[src/cise_pkg.sv]
// package for the instruction subset execution block
// assumes 14-bit instruction words and an 8-bit data path
package cise_pkg;
   // ==========================================================
   // widths
   localparam int INSN_W = 14;
   localparam int DATA_W = 8;
   localparam int FADDR_W = 7;
   localparam int PC_W = 13;
   // ==========================================================
   // opcode patterns
   localparam logic [13:0] OPC_IRQ_RETURN = 14'h0009;
   localparam logic [13:0] OPC_SUB_RETURN = 14'h0008;
   localparam logic [5:0] OPC_DECREMENT = 6'h03;
   localparam logic [5:0] OPC_ROTATE_LEFT = 6'h0D;
   localparam logic [5:0] OPC_XOR_REG = 6'h06;
   localparam logic [5:0] OPC_XOR_LIT = 6'h3A;
   localparam logic [3:0] OPC_RET_LIT = 4'hD;
   // ==========================================================
   // field positions and reset values
   localparam int DEST_BIT = 7;
   localparam int IRQ_EN_BIT = 7;
   localparam logic [7:0] W_RESET = 8'h00;
   localparam logic [7:0] STATUS_RESET = 8'h00;
   localparam logic [7:0] INTCTL_RESET = 8'h00;
   localparam int STAT_C_BIT = 0;
   localparam int STAT_Z_BIT = 2;
   // ==========================================================
   // decoded operation
   typedef enum logic [7:0] {
      CISE_OP_NONE = 8'h01,
      CISE_OP_DEC = 8'h02,
      CISE_OP_ROTL = 8'h04,
      CISE_OP_XORF = 8'h08,
      CISE_OP_XORL = 8'h10,
      CISE_OP_RETI = 8'h20,
      CISE_OP_RET = 8'h40,
      CISE_OP_RETL = 8'h80
   } cise_op_e;
   // execution state
   typedef enum logic [1:0] {
      CISE_ST_EXEC = 2'h1,
      CISE_ST_FLUSH = 2'h2
   } cise_state_e;
endpackage : cise_pkg

[src/cise_decode_if.sv]
// interface carrying decoded instruction fields between decoder and core
// assumes one decoder and one consumer on the same clock
`timescale 1ns/100ps
`default_nettype none
interface cise_decode_if;
   cise_pkg::cise_op_e op;
   logic dest_reg;
   logic [6:0] faddr;
   logic [7:0] literal;
   modport dec (output op, output dest_reg, output faddr, output literal);
   modport core (input op, input dest_reg, input faddr, input literal);
endinterface : cise_decode_if
`default_nettype wire

[src/cise_core.sv]
// execution core for a subset of a 14-bit instruction set
// assumes the register file answers reads combinationally in the same cycle
// and that the stack delivers the top entry combinationally
// and that a read in the cycle of a pending file write returns the data
// being written; the core keeps no forwarding path of its own
// irq_take is a level that must stay up until stack_push answers it;
// it is not looked at in the flush cycle of a return
// a return's flush cycle and an interrupt entry cycle are the only bubbles; other words go one per edge
`timescale 1ns/100ps
`default_nettype none
module cise_core (
   // clock and reset
   input wire logic clk,
   input wire logic rst,
   // instruction fetch
   input wire logic insn_valid,
   input wire logic [13:0] insn,
   output logic insn_ready,
   output logic flush,
   // register file
   output logic [6:0] rf_addr,
   input wire logic [7:0] rf_rdata,
   output logic rf_we,
   output logic [7:0] rf_wdata,
   // return stack
   input wire logic [12:0] stack_top_entry,
   output logic stack_pop,
   output logic pc_load,
   output logic [12:0] pc_value,
   // interrupt entry and control
   input wire logic irq_take,
   input wire logic [12:0] irq_return_pc,
   output logic stack_push,
   output logic [12:0] stack_push_value,
   output logic [7:0] irq_control_register,
   output logic global_irq_enable,
   // architectural state
   output logic [7:0] w_reg,
   output logic [7:0] status_reg
);
   // ==========================================================
   // decoder
   cise_decode_if dif ();
   cise_decoder u_dec (
      .insn (insn),
      .d (dif.dec)
   );

   // ==========================================================
   // state, and the registered pulses and data that leave the core
   cise_pkg::cise_state_e state_ff, nxt_state_ff;
   logic [7:0] w_ff, nxt_w_ff;
   logic [7:0] status_ff, nxt_status_ff;
   logic [7:0] intctl_ff, nxt_intctl_ff;
   logic [12:0] pc_ff, nxt_pc_ff;
   logic pcld_ff, nxt_pcld_ff;
   logic pop_ff, nxt_pop_ff;
   logic rfwe_ff, nxt_rfwe_ff;
   logic [7:0] rfwd_ff, nxt_rfwd_ff;
   logic push_ff, nxt_push_ff;
   logic [12:0] pushv_ff, nxt_pushv_ff;

   // ==========================================================
   // zero flag update shared by several ops
   function automatic logic [7:0] set_zero(input logic [7:0] st, input logic [7:0] res);
      logic [7:0] o;
      o = st;
      o[cise_pkg::STAT_Z_BIT] = (res == 8'h00);
      return o;
   endfunction : set_zero

   // ==========================================================
   // execution next state
   always_comb begin
      logic [7:0] res;
      res = 8'h00;
      // defaults hold all state and drop every one-cycle pulse
      nxt_state_ff = state_ff;
      nxt_w_ff = w_ff;
      nxt_status_ff = status_ff;
      nxt_intctl_ff = intctl_ff;
      nxt_pc_ff = pc_ff;
      nxt_pcld_ff = 1'b0;
      nxt_pop_ff = 1'b0;
      nxt_rfwe_ff = 1'b0;
      nxt_rfwd_ff = rfwd_ff;
      nxt_push_ff = 1'b0;
      nxt_pushv_ff = pushv_ff;
      case (state_ff)
         cise_pkg::CISE_ST_FLUSH: begin
            // second cycle of a return: fetched word is discarded
            // an interrupt raised now is seen one cycle later
            nxt_state_ff = cise_pkg::CISE_ST_EXEC;
         end
         default: begin
            if (irq_take) begin
               // only the return address is saved, W and status stay live
               nxt_push_ff = 1'b1;
               nxt_pushv_ff = irq_return_pc;
            end else if (insn_valid) begin
               // one result path; unknown words leave all state alone
               case (dif.op)
                  cise_pkg::CISE_OP_DEC: begin
                     res = rf_rdata - 8'h01;
                     nxt_status_ff = set_zero(status_ff, res);
                  end
                  cise_pkg::CISE_OP_ROTL: begin
                     res = {rf_rdata[6:0], status_ff[cise_pkg::STAT_C_BIT]};
                     nxt_status_ff[cise_pkg::STAT_C_BIT] = rf_rdata[7];
                  end
                  cise_pkg::CISE_OP_XORF: begin
                     res = w_ff ^ rf_rdata;
                     nxt_status_ff = set_zero(status_ff, res);
                  end
                  cise_pkg::CISE_OP_XORL: begin
                     nxt_w_ff = w_ff ^ dif.literal;
                     nxt_status_ff = set_zero(status_ff, w_ff ^ dif.literal);
                  end
                  cise_pkg::CISE_OP_RETI: begin
                     nxt_intctl_ff[cise_pkg::IRQ_EN_BIT] = 1'b1;
                  end
                  cise_pkg::CISE_OP_RETL: begin
                     nxt_w_ff = dif.literal;
                  end
                  default: begin
                     res = 8'h00;
                  end
               endcase
               // file-register ops pick destination from d
               if (dif.op == cise_pkg::CISE_OP_DEC || dif.op == cise_pkg::CISE_OP_ROTL
                   || dif.op == cise_pkg::CISE_OP_XORF) begin
                  if (dif.dest_reg) begin
                     nxt_rfwe_ff = 1'b1;
                     nxt_rfwd_ff = res;
                  end else begin
                     nxt_w_ff = res;
                  end
               end
               // all three returns: pop, load pc, then a flush cycle
               if (dif.op == cise_pkg::CISE_OP_RETI || dif.op == cise_pkg::CISE_OP_RET
                   || dif.op == cise_pkg::CISE_OP_RETL) begin
                  nxt_pop_ff = 1'b1;
                  nxt_pcld_ff = 1'b1;
                  // the popped entry is captured now; the stack moves an edge later, at the end of the flush cycle
                  nxt_pc_ff = stack_top_entry;
                  nxt_state_ff = cise_pkg::CISE_ST_FLUSH;
               end
            end
         end
      endcase
   end

   // ==========================================================
   // state registers
   // pulses clear on reset so nothing stray reaches the stack or the file
   always_ff @(posedge clk) begin
      if (rst) begin
         state_ff <= cise_pkg::CISE_ST_EXEC;
         w_ff <= cise_pkg::W_RESET;
         status_ff <= cise_pkg::STATUS_RESET;
         intctl_ff <= cise_pkg::INTCTL_RESET;
         pc_ff <= '0;
         pcld_ff <= 1'b0;
         pop_ff <= 1'b0;
         rfwe_ff <= 1'b0;
         rfwd_ff <= 8'h00;
         push_ff <= 1'b0;
         pushv_ff <= '0;
      end else begin
         state_ff <= nxt_state_ff;
         w_ff <= nxt_w_ff;
         status_ff <= nxt_status_ff;
         intctl_ff <= nxt_intctl_ff;
         pc_ff <= nxt_pc_ff;
         pcld_ff <= nxt_pcld_ff;
         pop_ff <= nxt_pop_ff;
         rfwe_ff <= nxt_rfwe_ff;
         rfwd_ff <= nxt_rfwd_ff;
         push_ff <= nxt_push_ff;
         pushv_ff <= nxt_pushv_ff;
      end
   end

   // ==========================================================
   // outputs; ready drops in the flush cycle so the stale word is dropped
   assign insn_ready = (state_ff == cise_pkg::CISE_ST_EXEC) && !irq_take;
   assign flush = (state_ff == cise_pkg::CISE_ST_FLUSH);

   // register file; the address follows the word now on the bus, not the one
   // being written back, so the file must hold the taken word's address
   assign rf_addr = dif.faddr;
   assign rf_we = rfwe_ff;
   assign rf_wdata = rfwd_ff;

   // stack and program counter pulses
   assign stack_pop = pop_ff;
   assign pc_load = pcld_ff;
   assign pc_value = pc_ff;
   assign stack_push = push_ff;
   assign stack_push_value = pushv_ff;

   // architectural state
   assign irq_control_register = intctl_ff;
   assign global_irq_enable = intctl_ff[cise_pkg::IRQ_EN_BIT];
   assign w_reg = w_ff;
   assign status_reg = status_ff;
endmodule : cise_core
`default_nettype wire

[src/cise_decoder.sv]
// combinational decoder for the supported instruction subset
// assumes the instruction word is stable while insn_valid is high
`timescale 1ns/100ps
`default_nettype none
module cise_decoder (
   // instruction word
   input wire logic [13:0] insn,
   // decoded fields
   cise_decode_if.dec d
);
   // ==========================================================
   // decode, exact patterns first, unknown words do nothing
   always_comb begin
      d.dest_reg = insn[cise_pkg::DEST_BIT];
      d.faddr = insn[6:0];
      d.literal = insn[7:0];
      if (insn == cise_pkg::OPC_IRQ_RETURN) begin
         d.op = cise_pkg::CISE_OP_RETI;
      end else if (insn == cise_pkg::OPC_SUB_RETURN) begin
         d.op = cise_pkg::CISE_OP_RET;
      end else if (insn[13:8] == cise_pkg::OPC_DECREMENT) begin
         d.op = cise_pkg::CISE_OP_DEC;
      end else if (insn[13:8] == cise_pkg::OPC_ROTATE_LEFT) begin
         d.op = cise_pkg::CISE_OP_ROTL;
      end else if (insn[13:8] == cise_pkg::OPC_XOR_REG) begin
         d.op = cise_pkg::CISE_OP_XORF;
      end else if (insn[13:8] == cise_pkg::OPC_XOR_LIT) begin
         d.op = cise_pkg::CISE_OP_XORL;
      end else if (insn[13:10] == cise_pkg::OPC_RET_LIT) begin
         d.op = cise_pkg::CISE_OP_RETL; // bits 9:8 ignored
      end else begin
         d.op = cise_pkg::CISE_OP_NONE;
      end
   end
endmodule : cise_decoder
`default_nettype wire

[config.mk]
export PLATFORM = sky130hd
export DESIGN_NAME = cise_core
export DESIGN_NICKNAME = d
export VERILOG_FILES = /design/src/cise_pkg.sv /design/src/cise_decode_if.sv /design/src/cise_core.sv /design/src/cise_decoder.sv
export SDC_FILE = /design/constraint.sdc
export NUM_CORES = 1
export LEC_CHECK = 0
export BUFFER_PORTS_ARGS = -buffer_cell sky130_fd_sc_hd__buf_2
export CAP_MARGIN = 20
export CORE_MARGIN = 2
export CORE_UTILIZATION = 49
export DETAILED_ROUTE_END_ITERATION = 12
export PLACE_DENSITY = 0.82
export SLEW_MARGIN = 10
export SYNTH_ARGS = -nofsm -noshare
export SYNTH_HDL_FRONTEND = slang
export SYNTH_HIERARCHICAL = 1
export SYNTH_SLANG_ARGS = --single-unit
[constraint.sdc]
create_clock -name clk -period 3.9 [get_ports clk]
set_clock_uncertainty 0.1 [all_clocks]
set_input_delay 0.195 -clock clk [delete_from_list [all_inputs] [get_ports clk]]
set_output_delay 0.195 -clock clk [all_outputs]
set_load 0.02 [all_outputs]
* Yosys cells after proc, flatten, opt, wreduce, memory -nomap -nowiden
Index checks and enable logic that the tools add are counted.
Operators by class: add/sub/neg operators 1, multiply operators 0, div/mod/pow operators 0, magnitude comparators 0, equality and inequality tests 16, shifts and indexed selects 0, multiplexer cells 15, bitwise gates (word level) 6, reductions and logical operators 21
Operators by type and width (number):
- $mux W8 | 9
- $eq A14 B4 Y1 const B | 2
- $logic_not A8 Y1 | 3
- $pmux W8 S3 | 1
- $pmux W8 S2 | 1
- $reduce_and A4 Y1 | 4
- $xor A8 B8 Y8 | 2
- $eq A8 B2 Y1 const B | 1
- $eq A8 B3 Y1 const B | 1
- $eq A8 B4 Y1 const B | 1
- $eq A8 B5 Y1 const B | 1
- $eq A8 B6 Y1 const B | 1
- $eq A8 B7 Y1 const B | 1
- $eq A8 B8 Y1 const B | 1
- $sub A8 B1 Y8 const B | 1
- $eq A6 B2 Y1 const B | 1
- $eq A6 B3 Y1 const B | 1
- $eq A6 B4 Y1 const B | 1
- $eq A6 B6 Y1 const B | 1
- $pmux W2 S3 | 1
- $reduce_and A3 Y1 | 2
- $reduce_and A5 Y1 | 1
- $reduce_or A5 Y1 | 1
- $eq A4 B4 Y1 const B | 1
- 11 further kinds | 19
Storage, ports and cells: register bits after elaboration 50, bits in latches 0, memory bits (writable) 0, ROM bits 0, input port bits 52, word-level logic and storage cells 70, memories 0

* Longest topological paths before layout
Gate-level depths: netlist of run 1.
depth after elaboration 13, mapped depth 11

* Hierarchy
The synthesis of run 1 kept the hierarchy.
By module, submodules not included:
- cise_core | times used 1, cells each 368, area each 2864.0 um^2, sequential area each 1001.0 um^2
- cise_decoder | times used 1, cells each 41, area each 276.5 um^2, sequential area each 0.0 um^2

* Worst setup path before layout of run 1
No wires, ideal clock.
path type input to register, from input port insn[8], to register rfwd_ff[5], in the netlist rf_wdata[5], setup time 0.086 ns, arrival time 2.600 ns, required time 3.714 ns, setup slack 1.115 ns, stages on the path 9, buffers on the path 2, path through or4b_1 -> nor3b_1 -> nor2b_1 -> clkbuf_1 -> nand3_1 -> a311oi_4 -> buf_6 -> nor2_1 -> a211oi_1
On the way: longest elaborated chain between the ends 11
RTL lines:
- from (decl) | RTL line cise_core.sv:17 | input wire logic [13:0] insn,
- $eq A6 B6 Y1 | RTL line cise_decoder.sv:27 | end else if (insn[13:8] == cise_pkg::OPC_XOR_LIT) begin
- $mux W8 | RTL line cise_decoder.sv:27
- $mux W8 | RTL line cise_decoder.sv:25 | end else if (insn[13:8] == cise_pkg::OPC_XOR_REG) begin
- $mux W8 | RTL line cise_decoder.sv:23 | end else if (insn[13:8] == cise_pkg::OPC_ROTATE_LEFT) begin
- $mux W8 | RTL line cise_decoder.sv:21 | end else if (insn[13:8] == cise_pkg::OPC_DECREMENT) begin
- $mux W8 | RTL line cise_decoder.sv:19 | end else if (insn == cise_pkg::OPC_SUB_RETURN) begin
- $mux W8 * | RTL line cise_decoder.sv:17 | if (insn == cise_pkg::OPC_IRQ_RETURN) begin
- named net dif.op[3] | RTL line cise_decode_if.sv:6 | cise_pkg::cise_op_e op;
- $eq A8 B2 Y1 or $eq A8 B3 Y1 (tied branches) | RTL line cise_core.sv:102, cise_core.sv:130
- $logic_or A1 B1 Y1 | RTL line cise_core.sv:130 | if (dif.op == cise_pkg::CISE_OP_DEC || dif.op == cise_pkg::CISE_OP_ROTL
- $logic_or A1 B1 Y1 | RTL line cise_core.sv:131 | || dif.op == cise_pkg::CISE_OP_XORF) begin
- $reduce_and A5 Y1 (no line)
- to (signal assigned) | RTL line cise_core.sv:178 | rfwd_ff <= nxt_rfwd_ff;
- to (decl) | RTL line cise_core.sv:59 | logic [7:0] rfwd_ff, nxt_rfwd_ff;
Mark *: on every way through the listed nets, which the timed path passes. The rest lies on a longest branch. A chain may end at the register's enable or synchronous reset.

* Final worst setup path of run 1
from input port insn[12], to register rfwd_ff[4], in the netlist rf_wdata[4]
The elaborated chain is that of the path after synthesis.

==> results of run 1 <==
[cells in the mapped netlist (4+ instances only)]
library cell and count:
nor4_1 5, o22a_1 6, a21oi_1 32, a22oi_1 10, nand3_1 5, o21ai_0 14
clkbuf_1 17, nor2_1 38, nand2_1 69, nor3b_1 4, buf_4 31, nor3_1 6
a31oi_1 5, xor2_1 9, a22o_1 4, nand4_1 4, inv_1 11, xnor2_1 13
o22ai_1 4, a211oi_1 6, dfxtp_1 50, nor2b_1 8
[per-layer routing]
layer  vias to the layer above  GRT usage  part of all wire
met5                         -          0                 0
met4                         0     0.0836             0.028
met3                        21     0.0307             0.057
met2                       135      0.367              0.48
met1                      1413      0.294              0.43
li1                       1549          -                 -
[metrics by stage]
stage                     setup WS, ns  cell area [sq um]  hold slack, ns
after CTS                        0.990               3650          0.0200
after global routing             0.693               3660          0.0231
final                            0.958               3660          0.0260
after floorplan                   1.11               3190           0.231
after detailed placement         0.702               3540           0.342
after global placement           0.795               3540           0.335
[cell type report]
| type | instances | area [sq um] |
|---|---|---|
| Clock buffer | 6 | 82.6 |
| Clock inverter | 1 | 30.0 |
| Fill cell | 604 | 2620 |
| Inverter | 11 | 41.3 |
| Multi-Input combinational cell | 306 | 1810 |
| Sequential cell | 50 | 1000 |
| Tap cell | 77 | 96.3 |
| Timing Repair Buffer | 116 | 593 |
[worst paths after layout]
path                      start      endpoint  slack (ns)  depth (start not counted)
max                    insn[12]   rf_wdata[4]        0.96                          9
min          stack_top_entry[9]   pc_value[9]        0.03                          3
max reg2reg         state_ff[0]  pc_value[11]        1.40                          5
min reg2reg         pc_value[1]   pc_value[1]        0.35                          2
[worst min-delay path: stages]
cell	delay [ns]
buf_2	0.09
nand2_1	0.04
a21oi_1	0.05
[kinds of logic after synthesis]
logic type | Yosys count
flip-flops | 50
AND/OR/NAND/NOR | 166
XOR/XNOR | 22
other | 1
buffers and inverters | 65
adder cells (fa/ha/maj) | 2
AO/OA/AOI/OAI | 100
multiplexers | 3
[report_power, final]
part | leakage (uW) | internal, uW | total, uW | switching [uW]
sequential | 0.000405 | 519 | 523 | 4.33
clock | 0.0000573 | 205 | 368 | 162
combinational | 0.00108 | 56.7 | 163 | 106
total | 0.00155 | 781 | 1050 | 273
==> reports/qor.yml, run 1 <==
run_status:
  status: "complete, no violations"
detailed_routing:
  post_drt_wl_per_cell_um: 14.3
  drtPass1Iterations: 5
  drc: 0
  drtIter0Drc: 246
  ant_nets: 0
  via_per_inst: 5.50
  wirelength_um: 8110
  num_vias: 3118
power:
  p_leak_uw: 0.00155
  power_uw: 1050
  ir_drop_mv: 0.228
  power_density_nw_per_um2: 288
clock_tree:
  clk_latency_ns: 0.30
  clk_pin_slew_ns: 0.09
  cts_root_buf: "clkbuf_8"
  htree_num_levels: 2
  cts.sinks: 50
  cts_buffers: 5
  cts_tree: "done"
  cts.path.max_buffers: 2
  cts_resized: 0
  holdBufCountCts: 0
  post_cts_buffers: 0
die:
  core-area_sq_um: 6280
  die_w_um: 84.1
  start_util: 0.500
  die_area_sq_um: 7070
  ios: 124
  num_rows: 29
  die_h_um: 84.1
synth:
  synth-main-ff-cell: "dfxtp_1"
  synthTopCellsByArea: "dfxtp_1 (32%), nand2_1 (8.2%), buf_4 (7.4%), a21oi_1 (5.1%), nor2_1 (4.5%)"
  synthDistinctLibCells: 62
  synth_top_area_cell: "dfxtp_1"
  synth_compound_area_frac: 0.218
  synthAdderAreaFrac: 0.00797
  muxShareOfSynthArea: 0.00956
  synth_area_sq_um: 3140
  yosys_register_bits: 50
  synth_top_area_frac: 0.319
  avgSynthCellArea_sq_um: 7.68
  synth_xor_area_frac: 0.0614
  ys_warn_count: 6
  synthArstFlopShare: 0
  netlist_instances: 409
  synth_top_family_by_area: "simple AND/OR/NAND/NOR gates"
  ys_seq_area_frac: 0.319
  yosys.area_share.simple: 0.264
  synth-edff-count: 0
global_route:
  grt_pass1_wl_um: 13100
  antenna_found_initial: 0
  global_route.overflow_total: 0
  grt_usage: 0.222
  first_global_vias: 2749
  grt_max_degree: 49
setup_path:
  cp_common_cell: "nor2_1"
  endpoint_kind: "flop"
  cp_max_fo: 15
  critPathArrivalTime_ns: 3.00
  crit_buf_inv: 1
  path_delay_family: "simple AND/OR/NAND/NOR gates"
  cpMaxStageDelayCell: "a311oi_4"
  criticalPathCategory: "input pin to flop"
  cp_cell_sequence: "buf_2 > nor2_1 > nand4b_1 > nor2_1 > nor2b_1 > nand3_1 > a311oi_4 > mux2i_1 > nor2_1"
  cpPeakStageDelay_ns: 0.74
  start_kind: "input pin"
  required_ns: 3.96
placement:
  port_buffers: 110
  dpl.cell_count: 559
  place_congestion: 0.867
  dp_hpwl_um: 6080
hold_path:
  hp-class: "input pin to flop"
timing:
  fin_setup_tns_ns: 0
  fin_crit_sh: 0.754
  relSlewSlack: 0.425
  final_period_minus_worst_setup_slack_ns: 2.94
  rsz0062_at_grt: "no"
  finalHoldViolCount: 0
  slew_viol_final: 0
  setup_viol: 0
  fmax_mhz: 340
  worst_pin_slew_ns: 0.863
final_layout:
  final_cell_mix: "buf_2 (110), nand2_1 (69), dfxtp_1 (50)"
  layout_commonest_cell: "buf_2"
  n_antenna_cell: 0
  drive_above_1_share: 0.276
  fin_nets: 544
  stdcell_count: 567
  fin_util: 0.582
  area_growth_pct: 16.4
run:
  cap_violations: 0
Note: power is estimated with default switching activity, not from simulation.
==> inputs of run 2 (changes only) <==
--- a/config.mk
+++ b/config.mk
@@ -8,9 +8,9 @@
 export BUFFER_PORTS_ARGS = -buffer_cell sky130_fd_sc_hd__buf_2
 export CAP_MARGIN = 20
 export CORE_MARGIN = 2
-export CORE_UTILIZATION = 49
+export CORE_UTILIZATION = 44
 export DETAILED_ROUTE_END_ITERATION = 12
-export PLACE_DENSITY = 0.82
+export PLACE_DENSITY = 0.78
 export SLEW_MARGIN = 10
 export SYNTH_ARGS = -nofsm -noshare
 export SYNTH_HDL_FRONTEND = slang
==> constraint.sdc (replaced) <==
create_clock -name clk -period 2.5 [get_ports clk]
set_clock_uncertainty 0.1 [all_clocks]
set_input_delay 0.125 -clock clk [delete_from_list [all_inputs] [get_ports clk]]
set_output_delay 0.125 -clock clk [all_outputs]
set_load 0.02 [all_outputs]
==> run 2 against run 1 <==
- final area grew 20%
- routed wire length up 21%
- sequential share of layout area fell by 4.6 points
- power increased by 67%
- sequential power up 56%
- critical path depth is 3 higher
==> reports/qor.yml, run 2 (synthesized netlist as in run 1, its figures left out) <==
timing:
  fin_crit_sh: 0.968
  relSlewSlack: 0.601
  worst_slack_ns: 0.0810
  setup_viol: 0
  fmax_mhz: 413
  worst_pin_slew_ns: 0.594
  holdWs_ns: 0.0420
  final_period_minus_worst_setup_slack_ns: 2.42
  rsz0062_at_grt: "yes"
  slew_viol_final: 0
  finalHoldViolCount: 0
final_layout:
  layout_commonest_cell: "buf_2"
  stdcell_count: 660
  area_growth_pct: 40.0
  drive_above_1_share: 0.344
  multi_input_area_sq_um: 1880
  seq_area_sq_um: 1000
  fillers: 600
  final_cell_mix: "buf_2 (108), nand2_1 (69), buf_4 (52)"
  fin_nets: 617
  n_antenna_cell: 0
  stdcell_area_sq_um: 4400
clock_tree:
  cts_root_buf: "clkbuf_8"
  htree_num_levels: 2
  clk_pin_slew_ns: 0.10
  cts.sinks: 50
  cts_buffers: 5
  cts.path.max_buffers: 2
  post_cts_buffers: 0
  cts_tree: "done"
  clk_latency_ns: 0.30
placement:
  port_buffers: 110
  place_congestion: 0.893
  dp_slack_ns: -0.285
  dpl.cell_count: 626
  placed_area_sq_um: 3970
  dp_hpwl_um: 6960
detailed_routing:
  drtIter0Drc: 230
  drtPass1Iterations: 5
  wirelength_um: 9790
  ant_nets: 0
  via_per_inst: 5.32
  num_vias: 3510
  drc: 0
  post_drt_wl_per_cell_um: 14.8
setup_path:
  start_kind: "input pin"
  cp_max_fo: 15
  criticalPathCategory: "input pin to flop"
  endpoint_kind: "flop"
  critPathArrivalTime_ns: 2.53
  required_ns: 2.62
global_route:
  grt_usage: 0.238
  first_global_vias: 3266
  grt_pass1_wl_um: 14800
  antenna_found_initial: 0
  global_route.overflow_total: 0
  grt_max_degree: 41
die:
  ios: 124
  core-area_sq_um: 6870
  die_h_um: 88.5
  start_util: 0.457
  die_w_um: 88.5
  die_area_sq_um: 7830
  num_rows: 30
power:
  power_density_nw_per_um2: 401
  ir_drop_mv: 0.248
  power_uw: 1760
  p_leak_uw: 0.00190
run:
  cap_violations: 0
hold_path:
  hp-class: "input pin to flop"
run_status:
  status: "complete, no violations"
[run 2: cell types whose count changed in the layout (fill, tap and decap cells not counted), moves of 2 or more]
cell           before  now
buf_2             110  108
buf_4               5   52
buf_6               0    2
or4b_1              2    0
dlygate4sd3_1       0   26
nor4_1              5    3
or4b_4              0    2
[run 2: final cells by class]
cell class / instances / share of cell area
Multi-Input combinational cell: 306 / 0.427
Tap cell: 96 / 0.0273
Inverter: 11 / 0.00939
Clock buffer: 6 / 0.0188
Timing Repair Buffer: 189 / 0.281
Sequential cell: 50 / 0.228
Clock inverter: 2 / 0.00882
[run 2: path summary, 6_finish.rpt]
kind / from / slack [ns] / cells after the start / end
setup / recovery: insn[8] / 0.08 / 12 / rf_wdata[3]
hold / removal: rst / 0.04 / 2 / status_reg[0]
setup reg to reg: state_ff[0] / 0.50 / 7 / rf_wdata[3]
hold reg to reg: pc_value[4] / 0.36 / 2 / pc_value[4]
[run 2: report_power, final]
part           internal, uW  total, uW  switching, uW  leakage (uW)
Clock                   329        608            278     0.0000618
Sequential              810        817           7.41      0.000405
Combinational           148        339            190       0.00144
[run 2: layer usage]
layer	share of wire	global-route usage
met1	0.41	0.302
met3	0.058	0.0299
met5	0	0
met2	0.51	0.419
met4	0.021	0.0771
[run 2: critical path: stages]
cell	delay, ns
buf_6	0.09
or4b_4	0.54
a21boi_2	0.15
a311o_2	0.12
a21boi_2	0.05
buf_4	0.15
nor2_1	0.25
nand3_1	0.21
a311oi_4	0.36
buf_12	0.19
nor2_1	0.04
a211oi_1	0.23
[run 2: what timing repair did]
| action | 4_1_cts | 5_1_grt |
|---|---|---|
| hold endpoints to repair | 26 | 0 |
| setup endpoints to repair | 0 | 18 |
| hold buffers | 26 | 0 |
| resized for setup | 0 | 12 |
[run 2: metrics by stage]
| step | TNS, ns | util |
|---|---|---|
| 6_report | 0 | 0.640 |
| 5_1_grt | -0.134 | 0.640 |
| 4_1_cts | 0 | 0.633 |
| 3_5_place_dp | -7.19 | 0.577 |
| 3_3_place_gp | -5.45 | 0.577 |
| 2_1_floorplan | -0.394 | - |
==> inputs of run 3 (changes only) <==
--- a/config.mk
+++ b/config.mk
@@ -5,11 +5,12 @@
 export SDC_FILE = /design/constraint.sdc
 export NUM_CORES = 1
 export LEC_CHECK = 0
-export BUFFER_PORTS_ARGS = -buffer_cell sky130_fd_sc_hd__buf_2
+export BUFFER_PORTS_ARGS = -buffer_cell sky130_fd_sc_hd__buf_4
 export CAP_MARGIN = 20
 export CORE_MARGIN = 2
 export CORE_UTILIZATION = 44
 export DETAILED_ROUTE_END_ITERATION = 12
+export GPL_TIMING_DRIVEN = 1
 export PLACE_DENSITY = 0.78
 export SLEW_MARGIN = 10
 export SYNTH_ARGS = -nofsm -noshare
==> run 3 against run 2 <==
- worst hold slack worse by 0.022 ns
- fmax down 2.6%
- non-clock buffer count down 2
- largest cell class unchanged
- clock-buffer cell count unchanged
- via count up 0.17%
- final area up 5.9%
- clock power down 6.6%
- sequential power about the same
==> reports/qor.yml, run 3 (synthesized netlist as in run 1, its figures left out) <==
run_status:
  status: "complete, no violations"
global_route:
  grt_pass1_wl_um: 15400
  grt_max_degree: 49
  first_global_vias: 3338
  global_route.overflow_total: 0
  use_met1: 0.297
  top_usage_layer: "met2"
  grt_usage: 0.249
  grt_util_met2: 0.440
  antenna_found_initial: 0
  use_met3: 0.0476
die:
  num_rows: 30
  die_area_sq_um: 7830
  start_util: 0.457
  die_w_um: 88.5
  ios: 124
  core-area_sq_um: 6870
  die_h_um: 88.5
timing:
  rsz0062_at_grt: "yes"
  fin_crit_sh: 0.993
  slew_viol_final: 0
  relSlewSlack: 0.644
  setup_viol: 0
  finalHoldViolCount: 0
  fmax_mhz: 403
  worst_slack_ns: 0.0164
  final_period_minus_worst_setup_slack_ns: 2.48
  worst_pin_slew_ns: 0.535
  holdWs_ns: 0.0202
detailed_routing:
  drtIter0Drc: 152
  post_drt_wl_per_cell_um: 15.2
  wirelength_um: 10000
  drtPass1Iterations: 5
  drc: 0
  ant_nets: 0
  num_vias: 3516
  via_per_inst: 5.34
setup_path:
  cp_max_fo: 4
  start_kind: "input pin"
  cpMaxStageDelayCell: "or4b_4"
  endpoint_kind: "flop"
  criticalPathCategory: "input pin to flop"
  cp_common_cell: "a21boi_2"
  cpPeakStageDelay_ns: 0.55
  path_delay_family: "simple AND/OR/NAND/NOR gates"
  crit_buf_inv: 1
  critPathArrivalTime_ns: 2.61
  required_ns: 2.63
  cp_cell_sequence: "buf_6 > or4b_4 > a21boi_2 > a311o_2 > a21boi_2 > or4_4 > nor4_4 > nand2_1 > a2111o_1 > a31oi_1"
clock_tree:
  cts_buffers: 5
  htree_num_levels: 2
  cts_root_buf: "clkbuf_8"
  clk_pin_slew_ns: 0.09
  clk_latency_ns: 0.30
  cts.sinks: 50
  cts_tree: "done"
  cts.path.max_buffers: 2
run:
  cap_violations: 0
placement:
  dp_hpwl_um: 7140
  port_buffers: 110
  place_congestion: 0.906
  dp_slack_ns: -0.289
power:
  p_leak_uw: 0.00194
  ir_drop_mv: 0.320
  power_density_nw_per_um2: 378
final_layout:
  layout_commonest_cell: "buf_4"
  drive_above_1_share: 0.342
  fin_nets: 615
  area_growth_pct: 48.3
  n_antenna_cell: 0
  final_cell_mix: "buf_4 (158), nand2_1 (69), dfxtp_1 (50)"
hold_path:
  hp-class: "input pin to flop"
run 3: worst paths after layout:
check	startpoint	endpoint	slack, ns	cells after the start
max	insn[8]	w_reg[5]	0.02	10
min	rf_rdata[7]	status_reg[0]	0.02	3
min reg2reg	pc_value[7]	pc_value[7]	0.36	2
max reg2reg	state_ff[0]	rf_wdata[2]	0.54	7
run 3: timing repair:
| action | 4_1_cts | 5_1_grt |
|---|---|---|
| setup endpoints to repair | 0 | 28 |
| setup buffers | 0 | 1 |
| resized for setup | 0 | 12 |
| hold buffers | 26 | 0 |
| endpoints found under the hold margin | 26 | 0 |
run 3: stage by stage:
step / total power, uW / TNS, ns / area (sq um) / std cells / util
5_1_grt: 1820 / -0.522 / 4660 / 658 / 0.678
3_3_place_gp: 1150 / -5.35 / 4220 / 623 / 0.614
3_5_place_dp: 1160 / -6.83 / 4220 / 623 / 0.614
6_report: 1760 / 0 / 4660 / 658 / 0.678
4_1_cts: 1750 / 0 / 4590 / 657 / 0.668
2_1_floorplan: 1030 / -0.394 / 3220 / 421 / -
run 3: worst register-to-register path, stage by stage, from the launching register on:
cell	delay, ns
dfxtp_1	0.37
nand2b_1	0.17
nand3b_1	0.20
buf_4	0.26
a311oi_4	0.32
buf_12	0.18
mux2i_1	0.19
nor2_1	0.05
run 3: layer usage:
layer	routed length (um)	share of wire
met5	0	0
met4	269	0.027
met3	539	0.054
met2	5080	0.51
met1	4120	0.41
run 3: where the power goes:
group	switching (uW)	internal, uW
Sequential	8.47	810
Combinational	194	179
Clock	270	299
Total	472	1290
run 3: final cells by class:
class	instances	area, sq um
fill	561	2210
clock inverter	2	37.5
timing repair buffer	187	1490
clock buffer	6	72.6
sequential	50	1000
multi-input combinational	306	1900
tap	96	120
inverter	11	41.3
